**src/pkg/vaclt_pkg.sv**
```systemverilog
// package: constants, types and field layouts of the valve actuator control
//------------------------------------------------------------------------------
// Function
// - both-torque mode: limits only arm the stop
// - torque stops motor; restart only reverse direction
// - torque flags use direction before stop
// - torque must clear 0.5 s after start
// - power-up torque without limits: closing fault
// - closed-torque mode: open limit stops, close only
// - closed limit arms; torque stops; unarmed faults
// - open-torque mode: closed limit stops, open only
// - armed torque stops; unarmed or closing faults
// - limits active high; torque active when low
// - run-time supervision; limit of 1 s disables
// - departed limit must release within start time
// - mid-travel torque faults; reset; reverse only
// - reset and reverse start repeatable without limit
// - spare outputs follow command bits 15 and 12 unless set as fault output
//------------------------------------------------------------------------------
package vaclt_pkg;

  // register offsets, word index on the fieldbus exchange
  localparam logic [3:0] VACLT_STATUS_WORD_OFS = 4'h0;
  localparam logic [3:0] VACLT_COMMAND_WORD_OFS = 4'h0;
  localparam logic [3:0] VACLT_CURRENT_WORD_OFS = 4'h1;
  localparam logic [15:0] VACLT_WORD_RESET = 16'h0000;

  // command word field positions
  localparam int VACLT_CMD_CLOSE = 0;
  localparam int VACLT_CMD_OFF = 1;
  localparam int VACLT_CMD_OPEN = 2;
  localparam int VACLT_CMD_FAULT_RESET = 6;
  localparam int VACLT_CMD_SUPPLY = 12;
  localparam int VACLT_CMD_RELAY = 15;

  // status word field positions
  localparam int VACLT_STS_CLOSING = 0;
  localparam int VACLT_STS_OFF = 1;
  localparam int VACLT_STS_OPENING = 2;
  localparam int VACLT_STS_FAULT = 6;
  localparam int VACLT_STS_WARNING = 7;
  localparam int VACLT_STS_DI_LSB = 10;

  // timing, in ms, and the control tick rate
  localparam longint VACLT_CLK_HZ = 40000000;
  localparam int VACLT_TICK_MS = 1;
  localparam int VACLT_TICK_CYCLES = int'((VACLT_CLK_HZ * VACLT_TICK_MS) / 1000);
  localparam int VACLT_TORQUE_CLEAR_MS = 500;
  localparam int VACLT_START_MON_MS = 3000;
  localparam int VACLT_RUN_LIMIT_MS = 30000;
  localparam int VACLT_RUN_DISABLE_MS = 1000;

  // switch arrangement
  typedef enum logic [1:0] {
    VACLT_MODE_BOTH_TORQUE,
    VACLT_MODE_CLOSED_TORQUE,
    VACLT_MODE_OPEN_TORQUE
  } vaclt_mode_t;

  typedef enum logic [1:0] {
    VACLT_DIR_NONE,
    VACLT_DIR_OPEN,
    VACLT_DIR_CLOSE
  } vaclt_dir_t;

endpackage : vaclt_pkg

```
**src/pkg/vaclt_tick_if.sv**
```systemverilog
// interface: control tick pulse between the divider and the control logic
`timescale 1ns/100ps
interface vaclt_tick_if;
  logic tick;
  modport src (output tick);
  modport dst (input tick);
endinterface : vaclt_tick_if

```
**src/hw/vaclt_tick.sv**
```systemverilog
// divider making the one-cycle control tick enable
`timescale 1ns/100ps
module vaclt_tick
  import vaclt_pkg::*;
#(
  parameter int DIVIDE = VACLT_TICK_CYCLES
) (
  // clock and reset
  input wire logic ref_clk,
  input wire logic srst,
  // tick out
  vaclt_tick_if.src tk
);

  typedef struct packed {
    logic [31:0] count;
    logic tick;
  } vaclt_tick_state_t;

  vaclt_tick_state_t st;
  vaclt_tick_state_t next_st;

  // count up to one enable per period
  always_comb begin
    next_st = st;
    next_st.tick = 1'b0;
    if (st.count >= 32'(DIVIDE - 1)) begin
      next_st.count = 32'h0;
      next_st.tick = 1'b1;
    end else begin
      next_st.count = st.count + 32'h1;
    end
  end

  always_ff @(posedge ref_clk) begin
    if (srst) begin
      st <= '0;
    end else begin
      st <= next_st;
    end
  end

  assign tk.tick = st.tick;

endmodule : vaclt_tick

```
**src/hw/vaclt_control.sv**
```systemverilog
// valve actuator limit and torque control, top module
`timescale 1ns/100ps
module vaclt_control
  import vaclt_pkg::*;
#(
  parameter int TICK_DIVIDE = VACLT_TICK_CYCLES,
  parameter int TORQUE_CLEAR_MS = VACLT_TORQUE_CLEAR_MS,
  parameter int START_MON_MS = VACLT_START_MON_MS
) (
  // clock and reset
  input wire logic ref_clk,
  input wire logic srst,
  // configuration
  input wire vaclt_mode_t mode,
  input wire logic [15:0] run_limit_ms,
  input wire logic relay_is_fault_output,
  input wire logic supply_is_fault_output,
  // switch inputs
  input wire logic open_limit_input,
  input wire logic closed_limit_input,
  input wire logic spare_fault_input,
  input wire logic combined_torque_input,
  input wire logic [1:0] extra_inputs,
  // fieldbus words
  input wire logic [15:0] actuator_command_word,
  input wire logic command_word_valid,
  input wire logic [15:0] motor_current_percent_in,
  output logic [15:0] actuator_status_word,
  output logic [15:0] motor_current_percent,
  // motor and spare outputs
  output logic motor_open,
  output logic motor_close,
  output logic spare_relay_output,
  output logic switched_supply_output,
  output logic torque_open_flag,
  output logic torque_closed_flag
);

  //----------------------------------------------------------------------------
  // state
  //----------------------------------------------------------------------------
  typedef struct packed {
    vaclt_dir_t run;
    vaclt_dir_t last_dir;
    vaclt_dir_t blocked;
    logic arm_open;
    logic arm_close;
    logic fault;
    logic warning;
    logic torque_check;
    logic [15:0] torque_ms;
    logic start_check;
    logic start_from_open;
    logic [15:0] start_ms;
    logic [15:0] run_ms;
    logic powered;
    logic tq_open;
    logic tq_closed;
    logic [15:0] status;
    logic [15:0] current;
    logic relay;
    logic supply;
  } vaclt_state_t;

  vaclt_state_t st;
  vaclt_state_t next_st;
  // tick enable from the divider
  vaclt_tick_if tk_if ();

  // torque level and qualified command strobes
  logic torque;
  logic cmd_open;
  logic cmd_close;
  logic cmd_off;
  logic cmd_reset;

  //----------------------------------------------------------------------------
  // tick divider
  //----------------------------------------------------------------------------
  // control tick divider
  vaclt_tick #(
    .DIVIDE(TICK_DIVIDE)
  ) u_tick (
    .ref_clk(ref_clk),
    .srst(srst),
    .tk(tk_if.src)
  );

  //----------------------------------------------------------------------------
  // command decode
  //----------------------------------------------------------------------------
  // torque loop is normally closed, so a low level is active
  assign torque = ~combined_torque_input;
  assign cmd_off = command_word_valid & actuator_command_word[VACLT_CMD_OFF];
  assign cmd_open = command_word_valid & actuator_command_word[VACLT_CMD_OPEN];
  assign cmd_close = command_word_valid & actuator_command_word[VACLT_CMD_CLOSE];
  assign cmd_reset = command_word_valid & actuator_command_word[VACLT_CMD_FAULT_RESET];

  //----------------------------------------------------------------------------
  // helper functions
  //----------------------------------------------------------------------------
  // saturating millisecond count, never wraps back to zero
  function automatic logic [15:0] vaclt_inc(input logic [15:0] v);
    vaclt_inc = (v == 16'hffff) ? v : v + 16'h1;
  endfunction : vaclt_inc

  // stop the motor, remember the direction it had, block that direction when block is set
  function automatic vaclt_state_t vaclt_halt(input vaclt_state_t s, input logic block);
    vaclt_state_t r;
    r = s;
    if (s.run != VACLT_DIR_NONE) begin
      r.last_dir = s.run;
    end
    // a stop while idle blocks the direction of the last run
    if (block) begin
      r.blocked = (s.run != VACLT_DIR_NONE) ? s.run : s.last_dir;
    end
    r.run = VACLT_DIR_NONE;
    r.arm_open = 1'b0;
    r.arm_close = 1'b0;
    r.start_check = 1'b0;
    return r;
  endfunction : vaclt_halt

  //----------------------------------------------------------------------------
  // control logic
  //----------------------------------------------------------------------------
  always_comb begin
    next_st = st;
    // power-up torque with no limit present: assume closing
    if (!st.powered) begin
      // run, stop and fault reset commands are not acted on in this first cycle
      next_st.powered = 1'b1;
      if (torque && !open_limit_input && !closed_limit_input) begin
        next_st.fault = 1'b1;
        next_st.last_dir = VACLT_DIR_CLOSE;
        next_st.blocked = VACLT_DIR_CLOSE;
      end
    end else begin
      // fault reset, then starts; repeatable without count
      if (cmd_reset) begin
        next_st.fault = 1'b0;
      end
      // stop has precedence over either run command
      if (cmd_off) begin
        next_st = vaclt_halt(next_st, 1'b0);
      end else if (!next_st.fault && st.run == VACLT_DIR_NONE) begin
        if (cmd_open && !cmd_close && st.blocked != VACLT_DIR_OPEN) begin
          next_st.run = VACLT_DIR_OPEN;
          next_st.blocked = VACLT_DIR_NONE;
          next_st.start_check = closed_limit_input;
          next_st.start_from_open = 1'b0;
          // arms left over from a cut run must not skip the torque fault
          next_st.arm_open = 1'b0;
          next_st.arm_close = 1'b0;
          next_st.start_ms = 16'h0;
          next_st.run_ms = 16'h0;
          next_st.torque_check = torque;
          next_st.torque_ms = 16'h0;
        end else if (cmd_close && !cmd_open && st.blocked != VACLT_DIR_CLOSE) begin
          next_st.run = VACLT_DIR_CLOSE;
          next_st.blocked = VACLT_DIR_NONE;
          next_st.start_check = open_limit_input;
          next_st.start_from_open = 1'b1;
          next_st.arm_open = 1'b0;
          next_st.arm_close = 1'b0;
          next_st.start_ms = 16'h0;
          next_st.run_ms = 16'h0;
          next_st.torque_check = torque;
          next_st.torque_ms = 16'h0;
        end
      end

      // limit switches while running
      if (st.run == VACLT_DIR_OPEN && open_limit_input) begin
        if (mode == VACLT_MODE_CLOSED_TORQUE) begin
          next_st = vaclt_halt(next_st, 1'b1);
        end else begin
          next_st.arm_open = 1'b1;
        end
      end
      if (st.run == VACLT_DIR_CLOSE && closed_limit_input) begin
        if (mode == VACLT_MODE_OPEN_TORQUE) begin
          next_st = vaclt_halt(next_st, 1'b1);
        end else begin
          next_st.arm_close = 1'b1;
        end
      end

      // torque while running, past the start clearance window
      if (st.run != VACLT_DIR_NONE && torque && !st.torque_check) begin
        // an armed stop is normal; any other torque is a fault
        unique case (mode)
          VACLT_MODE_BOTH_TORQUE: begin
            if (!(st.arm_open || st.arm_close)) begin
              next_st.fault = 1'b1;
            end
          end
          VACLT_MODE_CLOSED_TORQUE: begin
            if (!(st.run == VACLT_DIR_CLOSE && st.arm_close)) begin
              next_st.fault = 1'b1;
            end
          end
          VACLT_MODE_OPEN_TORQUE: begin
            if (!(st.run == VACLT_DIR_OPEN && st.arm_open)) begin
              next_st.fault = 1'b1;
            end
          end
          default: begin
            next_st.fault = 1'b1;
          end
        endcase
        // every torque stop blocks the direction it ran in
        next_st = vaclt_halt(next_st, 1'b1);
      end

      // millisecond supervision timers
      if (tk_if.tick && st.run != VACLT_DIR_NONE) begin
        // start into a held torque: it must clear within the window
        if (st.torque_check) begin
          next_st.torque_ms = vaclt_inc(st.torque_ms);
          if (!torque) begin
            next_st.torque_check = 1'b0;
          end else if (st.torque_ms >= 16'(TORQUE_CLEAR_MS - 1)) begin
            next_st.fault = 1'b1;
            next_st = vaclt_halt(next_st, 1'b1);
          end
        end
        // the departed end limit must open within the start window
        if (st.start_check) begin
          next_st.start_ms = vaclt_inc(st.start_ms);
          if (!(st.start_from_open ? open_limit_input : closed_limit_input)) begin
            next_st.start_check = 1'b0;
          end else if (st.start_ms >= 16'(START_MON_MS - 1)) begin
            next_st.fault = 1'b1;
            next_st = vaclt_halt(next_st, 1'b0);
          end
        end
        // run-time check; the disable value switches it off
        next_st.run_ms = vaclt_inc(st.run_ms);
        if (run_limit_ms != 16'(VACLT_RUN_DISABLE_MS) && st.run_ms >= run_limit_ms) begin
          next_st.fault = 1'b1;
          next_st = vaclt_halt(next_st, 1'b0);
        end
      end

      // split torque by the direction held before the stop
      next_st.tq_open = torque && (next_st.last_dir == VACLT_DIR_OPEN);
      next_st.tq_closed = torque && (next_st.last_dir == VACLT_DIR_CLOSE);
    end

    // warning: torque seen with motor stopped and no fault latched
    next_st.warning = torque && !next_st.fault && next_st.run == VACLT_DIR_NONE;

    // status word refreshed every cycle
    next_st.status = VACLT_WORD_RESET;
    next_st.status[VACLT_STS_CLOSING] = next_st.run == VACLT_DIR_CLOSE;
    next_st.status[VACLT_STS_OFF] = next_st.run == VACLT_DIR_NONE;
    next_st.status[VACLT_STS_OPENING] = next_st.run == VACLT_DIR_OPEN;
    next_st.status[VACLT_STS_FAULT] = next_st.fault;
    next_st.status[VACLT_STS_WARNING] = next_st.warning;
    next_st.status[VACLT_STS_DI_LSB +: 6] = {extra_inputs, combined_torque_input,
                                             spare_fault_input, closed_limit_input,
                                             open_limit_input};
    next_st.current = motor_current_percent_in;

    // spare outputs follow the command unless they serve as fault output
    if (command_word_valid) begin
      next_st.relay = actuator_command_word[VACLT_CMD_RELAY];
      next_st.supply = actuator_command_word[VACLT_CMD_SUPPLY];
    end
    if (relay_is_fault_output) begin
      next_st.relay = next_st.fault;
    end
    if (supply_is_fault_output) begin
      next_st.supply = next_st.fault;
    end
  end

  //----------------------------------------------------------------------------
  // state register
  //----------------------------------------------------------------------------
  // single state register
  always_ff @(posedge ref_clk) begin
    if (srst) begin
      st <= '0;
    end else begin
      st <= next_st;
    end
  end

  //----------------------------------------------------------------------------
  // outputs
  //----------------------------------------------------------------------------
  // one encoded direction cannot drive both contactors at once
  assign motor_open = st.run == VACLT_DIR_OPEN;
  assign motor_close = st.run == VACLT_DIR_CLOSE;
  // data outputs straight from the state flip-flops
  assign actuator_status_word = st.status;
  assign motor_current_percent = st.current;
  assign spare_relay_output = st.relay;
  assign switched_supply_output = st.supply;
  assign torque_open_flag = st.tq_open;
  assign torque_closed_flag = st.tq_closed;

endmodule : vaclt_control

```
**config.mk**
```make
export PLATFORM = sky130hd
export DESIGN_NAME = vaclt_control
export DESIGN_NICKNAME = d
export VERILOG_FILES = /design/src/pkg/vaclt_pkg.sv /design/src/pkg/vaclt_tick_if.sv /design/src/hw/vaclt_tick.sv /design/src/hw/vaclt_control.sv
export SDC_FILE = /design/constraint.sdc
export NUM_CORES = 1
export LEC_CHECK = 0
export ABC_AREA = 1
export BUFFER_PORTS_ARGS = -buffer_cell sky130_fd_sc_hd__buf_4
export CORE_ASPECT_RATIO = 1.2
export CORE_MARGIN = 8
export CORE_UTILIZATION = 40
export CTS_BUF_LIST = sky130_fd_sc_hd__clkbuf_8 sky130_fd_sc_hd__clkbuf_16
export CTS_CLUSTER_SIZE = 14
export DETAILED_ROUTE_END_ITERATION = 10
export SYNTH_ARGS = -nofsm -noshare
export SYNTH_HDL_FRONTEND = slang
export SYNTH_HIERARCHICAL = 1
export SYNTH_SLANG_ARGS = --single-unit
```
**constraint.sdc**
```tcl
create_clock -name ref_clk -period 4.7 [get_ports ref_clk]
set_clock_uncertainty 0.15 [all_clocks]
set_input_delay 0.94 -clock ref_clk [delete_from_list [all_inputs] [get_ports ref_clk]]
set_output_delay 0.94 -clock ref_clk [all_outputs]
set_load 0.1 [all_outputs]
```
==> metrics.csv, run 1 <==
stage;metric;value;unit
worst_setup_path;reg2regPathDepth;13;
worst_setup_path;reg2reg_slack;2.06;ns
timing;slew_headroom;0.538;
synthesis;yosysTopAreaCell;dfxtp_1;
timing;hold_viol;0;
hold_path;hp-class;register to register;
timing;rsz0062_at_grt;false;
cts;cts_buffers;17;
place;globalplace.congestion;0.867;
synthesis;synth_ff_type;dfxtp_1;
finish;diodes;0;
cts;cts.sinks;124;
cts;ctsResizeCount;0;
worst_setup_path;end_kind;register;
timing;finalCritPeriodShare;0.577;
timing;finalSetupViolCount;0;
global_routing;grt_pass1_vias;5508;
synthesis;synth_warnings;6;
cts;cts_setup_buffers;0;
timing;finalWorstSetupSlack;1.99;ns
route;drt-initial-drc-count;358;
synthesis;synth_area_leaders;dfxtp_1, nand2_1, inv_1, nor2_1, a21oi_1;
synthesis;ys_ff_latch;124;
worst_setup_path;critPathCapture;torque_open_flag$_SDFFE_PP0P_;
die;ios;99;
timing;tightest_slew;0.692;ns
worst_setup_path;startpoint;command_word_valid;
finish;final_common_cell;nand2_1;
timing;fmax;369;MHz
global_routing;grt_max_degree;60;
worst_setup_path;reg2reg_from;st[96]$_SDFF_PP0_;
route;ant_nets;0;
synthesis;syn-cell-area;6580;um2
die;num_rows;51;
global_routing;grt_use_total;0.142;
cts;clk_latency;0.42;ns
worst_setup_path;r2r-end;st[75]$_SDFFE_PP0P_;
die;core_area;16100;um2
cts;clk_path_buf_depth;2;
die;die_h;157;um
timing;final_max_slew_viol_count;0;
route;wl;14.5;mm
global_routing;grt_overflow;0;
status;outcome;complete, no violations;
cts;cts_tree;built;
finish;final_area;7810;um2
worst_setup_path;cp.required;4.90;ns
finish;layout-drive-gt1-share;0.169;
cts;cts-root-buf;clkbuf_16;
synthesis;synth_edf_count;0;
cts;htreeDepth;4;
cts;clk_pin_slew;0.06;ns
pwr;power_density;335;nW/um2
synthesis;synth_seq_area_share;0.377;
synthesis;syn_avg_cell_area;7.11;um2
die;die_area;20800;um2
timing;period_needed;2.71;ns
synthesis;netlist_instances;926;
worst_setup_path;critPathLaunchType;primary input;
route;detail_route.wl_per_cell;11.8;um
synthesis;yosysTopAreaCellShare;0.377;
cts;cts_hold_buf;0;
route;vias_per_cell;4.76;
synthesis;synthArstFlopShare;0;
flow_run;maxCapViolCount;0;
worst_setup_path;cp.arrival;2.91;ns
finish;layout_common_cells;nand2_1, inv_1, dfxtp_1;
synthesis;ys_types;51;
route;vias;5845;
place;io_buffers;83;
timing;setup-tns-final;0;ns
finish;postLayoutCoreUtil;0.484;
place;placed_area;7250;um2
place;preCtsSetupSlack;1.55;ns
die;initial_core_util;0.408;
global_routing;grt_pass1_wl;24.6;mm
die;die_w;133;um
worst_setup_path;cp_max_fo;8;
finish;fin_nets;1085;
place;hpwl;10.9;mm
finish;area_growth;18.7;%
worst_setup_path;path_class;primary input to register;
route;drtPass1Iterations;6;
pwr;peakVddDrop;0.193;mV
pwr;power.leakage;3.47;nW
route;drc;0;
global_routing;antenna_found_initial;0;
layer usage:
layer / global-route usage / vias up / routed length (um)
li1: - / 3096 / -
met1: 0.160 / 2621 / 6380
met2: 0.250 / 107 / 7280
met3: 0.0369 / 21 / 631
met4: 0.0580 / 0 / 252
met5: 0 / - / 0
cell usage after synthesis, types with 4 or more instances:
cell type	n
nor3_1	31
o21ai_0	45
nor3_2	5
nand2_4	6
xor2_1	5
nor2_2	8
nand3_1	44
dfxtp_1	124
nand4_1	16
nand2_1	176
clkbuf_1	9
nor2_4	14
a211oi_1	5
nor2_1	110
nand2_2	4
inv_1	142
a221oi_1	7
nor4_1	5
buf_4	32
xnor2_1	7
a21oi_1	61
inv_2	6
ha_1	20
layout make-up:
type | count | area, um2
clock inverters | 14 | 121
repair buffers | 85 | 638
clock buffers | 18 | 439
flip-flops and latches | 124 | 2480
fillers | 1689 | 8340
inverters | 149 | 559
multi-input cells | 627 | 3300
well taps | 212 | 265
registers in the layout, indices dropped and copies added, names as in the netlist:
name / count
u_tick/tk.tick: 1
torque_open_flag: 1
spare_relay_output: 1
st: 60
torque_closed_flag: 1
switched_supply_output: 1
motor_current_percent: 16
u_tick/st: 32
actuator_status_word: 11
cells by family (layout without fill, tap and decap cells):
group	after synthesis	in the layout	share of synthesized area
adder cells (fa/ha/maj)	20	20	0.0380
AO/OA/AOI/OAI	144	144	0.128
AND/OR/NAND/NOR	430	430	0.308
XOR/XNOR	12	12	0.0160
flip-flops	124	124	0.377
other	2	21	0.00114
buffers and inverters	194	266	0.132
critical path, cell delays in order:
cell,delay [ns]
buf_4,0.13
nand2_1,0.28
inv_1,0.16
nor2_1,0.25
nand2_1,0.13
nor2_1,0.22
inv_1,0.09
nor2_1,0.14
nand2_1,0.07
nand3_1,0.10
nand2_1,0.06
nand2_1,0.12
nand3_1,0.10
a21oi_1,0.12
report_power, final:
part           switching [W]  internal, W  leakage (nW)
clock               0.000480     0.000739         0.272
combinational       0.000228    0.0000813          2.19
sequential         0.0000120      0.00108          1.01
total               0.000720      0.00190          3.47
through the flow:
step,total power (W),hold slack [ns],instances
after global placement,0.00142,0.303,1197
final,0.00262,0.315,1229
after global routing,0.00273,0.333,1229
after CTS,0.00265,0.315,1229
after detailed placement,0.00142,0.307,1197
after floorplan,0.00136,0.288,945
worst min path at each step:
stage                     slack (ns)  cells past startpoint                   to                start
after detailed placement        0.31                      2  st[94]$_SDFFE_PP0P_  st[94]$_SDFFE_PP0P_
after CTS                       0.32                      2  st[94]$_SDFFE_PP0P_  st[94]$_SDFFE_PP0P_
after global placement          0.30                      2  st[91]$_SDFFE_PP0P_  st[91]$_SDFFE_PP0P_
final                           0.31                      2  st[91]$_SDFFE_PP0P_  st[91]$_SDFFE_PP0P_
after global routing            0.33                      2  st[94]$_SDFFE_PP0P_  st[94]$_SDFFE_PP0P_
after floorplan                 0.29                      2  st[41]$_SDFFE_PP0P_  st[41]$_SDFFE_PP0P_
Note: power is estimated with default switching activity, not from simulation.
==> run 2: changes to the inputs <==
--- a/config.mk
+++ b/config.mk
@@ -5,7 +5,7 @@
 export SDC_FILE = /design/constraint.sdc
 export NUM_CORES = 1
 export LEC_CHECK = 0
-export ABC_AREA = 1
+export ABC_AREA = 0
 export BUFFER_PORTS_ARGS = -buffer_cell sky130_fd_sc_hd__buf_4
 export CORE_ASPECT_RATIO = 1.2
 export CORE_MARGIN = 8
==> constraint.sdc (replaced) <==
create_clock -name ref_clk -period 2.3 [get_ports ref_clk]
set_clock_uncertainty 0.15 [all_clocks]
set_input_delay 0.46 -clock ref_clk [delete_from_list [all_inputs] [get_ports ref_clk]]
set_output_delay 0.46 -clock ref_clk [all_outputs]
set_load 0.1 [all_outputs]
==> run 2 against run 1 <==
Effect of this change: the flow now finishes with violations (negative setup slack); worst setup slack got worse by 2.3 ns; largest power group unchanged; hold slack worse by 0.25 ns; synthesized area down 6.8%; register-to-register slack got worse by 2.4 ns; largest cell class unchanged; combinational power rose by 140%; critical path type is now register to register; non-clock buffer count is 169 higher; via count increased by 3.8%; count of clock-buffer cells in the layout grew 1; final cell count shrank 4.1%.
==> metrics.csv, run 2 <==
stage;metric;value;unit;change
worst_setup_path;timing.critical_path.buf_inv;0;;-3
global_routing;antenna_found_initial;0;;unchanged
synthesis;syn-cell-area;6130;um2;-6.8%
die;initial_core_util;0.408;;+0.000834
pwr;peakVddDrop;0.486;mV;+150%
synthesis;synth_compound_area_frac;0.169;;+0.0409
route;ant_nets;0;;unchanged
place;hpwl;13.0;mm;+19%
synthesis;synth_edf_count;0;;unchanged
synthesis;synthArstFlopShare;0;;unchanged
timing;period_needed;2.61;ns;
route;vias;6068;;+3.8%
synthesis;ys_types;74;;+45%
die;ios;99;;unchanged
cts;clk_latency;0.42;ns;about the same
global_routing;grt_use_total;0.182;;+0.0400
die;num_rows;49;;-3.9%
worst_setup_path;critPathLaunchType;register;;
finish;layout-drive-gt1-share;0.383;;+0.213
synthesis;synth.most_common_cell;dfxtp_1;;
hold_path;holdPathStages;2;;unchanged
cts;cts_buffers;17;;unchanged
cts;htreeDepth;4;;unchanged
worst_setup_path;path_cells;ha_4, or4_4, a21oi_2, nor4_2, o31a_1, o31ai_4, a2bb2oi_2, nor2b_1, a32o_1;;
pwr;power_density;632;nW/um2;+88%
route;wl;17.8;mm;+23%
timing;fmax;383;MHz;
synthesis;netlist_instances;726;;-22%
finish;fin_nets;1043;;-3.9%
worst_setup_path;cp_max_fo;4;;-4
worst_setup_path;critical-path-top-delay-family;compound AO/OA/AOI/OAI gates;;
synthesis;synth_area_leaders;dfxtp_1, nor2_1, a21oi_1, ha_1, buf_4;;
cts;clk_path_buf_depth;2;;unchanged
route;drt-initial-drc-count;391;;+9.2%
finish;regMostFlops;st;;
global_routing;grt_overflow;0;;unchanged
timing;hold_viol;0;;unchanged
die;core_area;15000;um2;-7.0%
die;die_area;19600;um2;-6.0%
synthesis;synth_ff_type;dfxtp_1;;
synthesis;synth_warnings;6;;unchanged
worst_setup_path;end_kind;register;;
finish;area_growth;49.3;%;
synthesis;synth_top_family_by_area;simple AND/OR/NAND/NOR gates;;
finish;fillers;1341;;-21%
synthesis;synth_xor_area_frac;0.0400;;+0.0240
timing;finalSetupViolCount;20;;+20
worst_setup_path;cp.required;2.46;ns;-2.44 ns
timing;worst_hold_slack;0.0699;ns;-0.245 ns
worst_setup_path;reg2regPathDepth;9;;-4
timing;finalCritPeriodShare;1.13;;
synthesis;syn_avg_cell_area;8.45;um2;+19%
place;io_buffers;83;;unchanged
timing;final_max_slew_viol_count;0;;unchanged
timing;rsz0062_at_grt;true;;
cts;cts_hold_buf;0;;unchanged
pwr;power.leakage;3.85;nW;+11%
cts;cts_tree;built;;
synthesis;yosysTopAreaCellShare;0.405;;+0.0274
synthesis;synthMuxAreaShare;0.00734;;+0.00734
die;die_h;152;um;-3.1%
finish;largest_reg_flops;60;;unchanged
synthesis;yosysTopAreaCell;dfxtp_1;;
worst_setup_path;cp.depth;9;;-5
finish;layout_common_cells;buf_4, dfxtp_1, nor2_1;;
synthesis;synthAdderAreaFrac;0.0408;;+0.00276
route;detail_route.wl_per_cell;15.1;um;+28%
finish;final_common_cell;buf_4;;
timing;finalWorstSetupSlack;-0.308;ns;-2.30 ns
finish;diodes;0;;unchanged
status;outcome;finished, violations left;;
synthesis;ys_ff_latch;124;;unchanged
global_routing;grt_max_degree;39;;-35%
global_routing;grt_pass1_wl;28.6;mm;+16%
cts;cts.sinks;124;;unchanged
synthesis;synth_seq_area_share;0.405;;+0.0274
route;drtPass1Iterations;4;;-2
worst_setup_path;cp_slowest_stage_delay;0.53;ns;+0.25 ns
route;vias_per_cell;5.15;;+8.2%
synthesis;synth_simple_gate_area_frac;0.260;;-0.0482
worst_setup_path;cp_slowest_cell;or4_4;;
synthesis;ys_top_cells_by_count;dfxtp_1, nor2_1, a21oi_1, nand2_1, o21ai_0;;
cts;cts-root-buf;clkbuf_16;;
global_routing;grt_pass1_vias;6080;;+10%
hold_path;hp-class;primary input to register;;
die;die_w;129;um;-3.0%
status;violations;negative setup slack;;
route;drc;0;;unchanged
place;preCtsSetupSlack;-0.645;ns;-2.20 ns
place;globalplace.congestion;0.890;;+2.6%
worst_setup_path;cp.arrival;2.77;ns;-0.14 ns
flow_run;maxCapViolCount;0;;unchanged
worst_setup_path;path_class;register to register;;
cts;clk_pin_slew;0.06;ns;about the same
run 2: cell count changes after synthesis, moves of 12 or more:
cell / previous run / this run
xnor2_1: 7 / 19
nand3_1: 44 / 28
nor2_4: 14 / 0
nor2b_1: 0 / 32
nand2_1: 176 / 44
nor2_1: 110 / 83
inv_1: 142 / 31
run 2: layout make-up:
cell class,count,area (um2),area share
multi-input combinational,533,3620,0.396
clock inverter,13,174,0.0190
inverter,32,135,0.0148
tap,204,255,0.0279
clock buffer,19,453,0.0495
sequential,124,2490,0.272
timing repair buffer,254,2020,0.221
run 2: kinds of logic (layout without fill, tap and decap cells):
group / after synthesis / in the layout
buf+inv: 88 / 318
compound gates: 158 / 158
flops: 124 / 124
mux: 4 / 4
fa+ha+maj: 20 / 20
other cells: 2 / 21
xor+xnor: 28 / 28
simple gates: 302 / 302
run 2: path summary, 6_finish.rpt:
| path | from | endpoint | slack [ns] |
|---|---|---|---|
| worst max-delay path | st[41]$_SDFFE_PP0P_ | torque_closed_flag$_SDFFE_PP0P_ | -0.31 |
| worst min-delay path | supply_is_fault_output | switched_supply_output$_SDFFE_PP0P_ | 0.07 |
| worst max register to register | st[41]$_SDFFE_PP0P_ | torque_closed_flag$_SDFFE_PP0P_ | -0.31 |
| worst min register to register | u_tick/st[1]$_SDFF_PP0_ | u_tick/st[1]$_SDFF_PP0_ | 0.31 |
run 2: layer usage:
layer	GRT usage	up-vias	part of all wire
met1	0.196	2900	0.41
li1	-	3007	-
met3	0.0371	32	0.042
met2	0.336	129	0.53
met5	0	-	0
met4	0.0806	0	0.021
run 2: what timing repair did:
action	4_1_cts	5_1_grt
buffers inserted	11	13
pin swaps	23	26
resized for setup	55	37
setup endpoints to repair	39	57
gates cloned	0	1
run 2: stage by stage:
step           setup TNS [ns]  cells  cell area (um2)   util  power (W)
5_1_grt                 -7.94   1179             9160  0.610    0.00598
3_3_place_gp            -9.41   1125             7990  0.532    0.00297
6_report                -4.30   1179             9160  0.610    0.00578
2_1_floorplan           -3.17    745             6320      -    0.00275
3_5_place_dp           -11.11   1125             7990  0.532    0.00298
4_1_cts                 -4.21   1168             8940  0.595    0.00582
run 2: power by group:
part,leakage [nW],switching [W],internal [W],total [W]
Clock,0.307,0.000955,0.00185,0.00281
Sequential,1.02,0.0000217,0.00220,0.00222
Combinational,2.52,0.000482,0.000267,0.000749
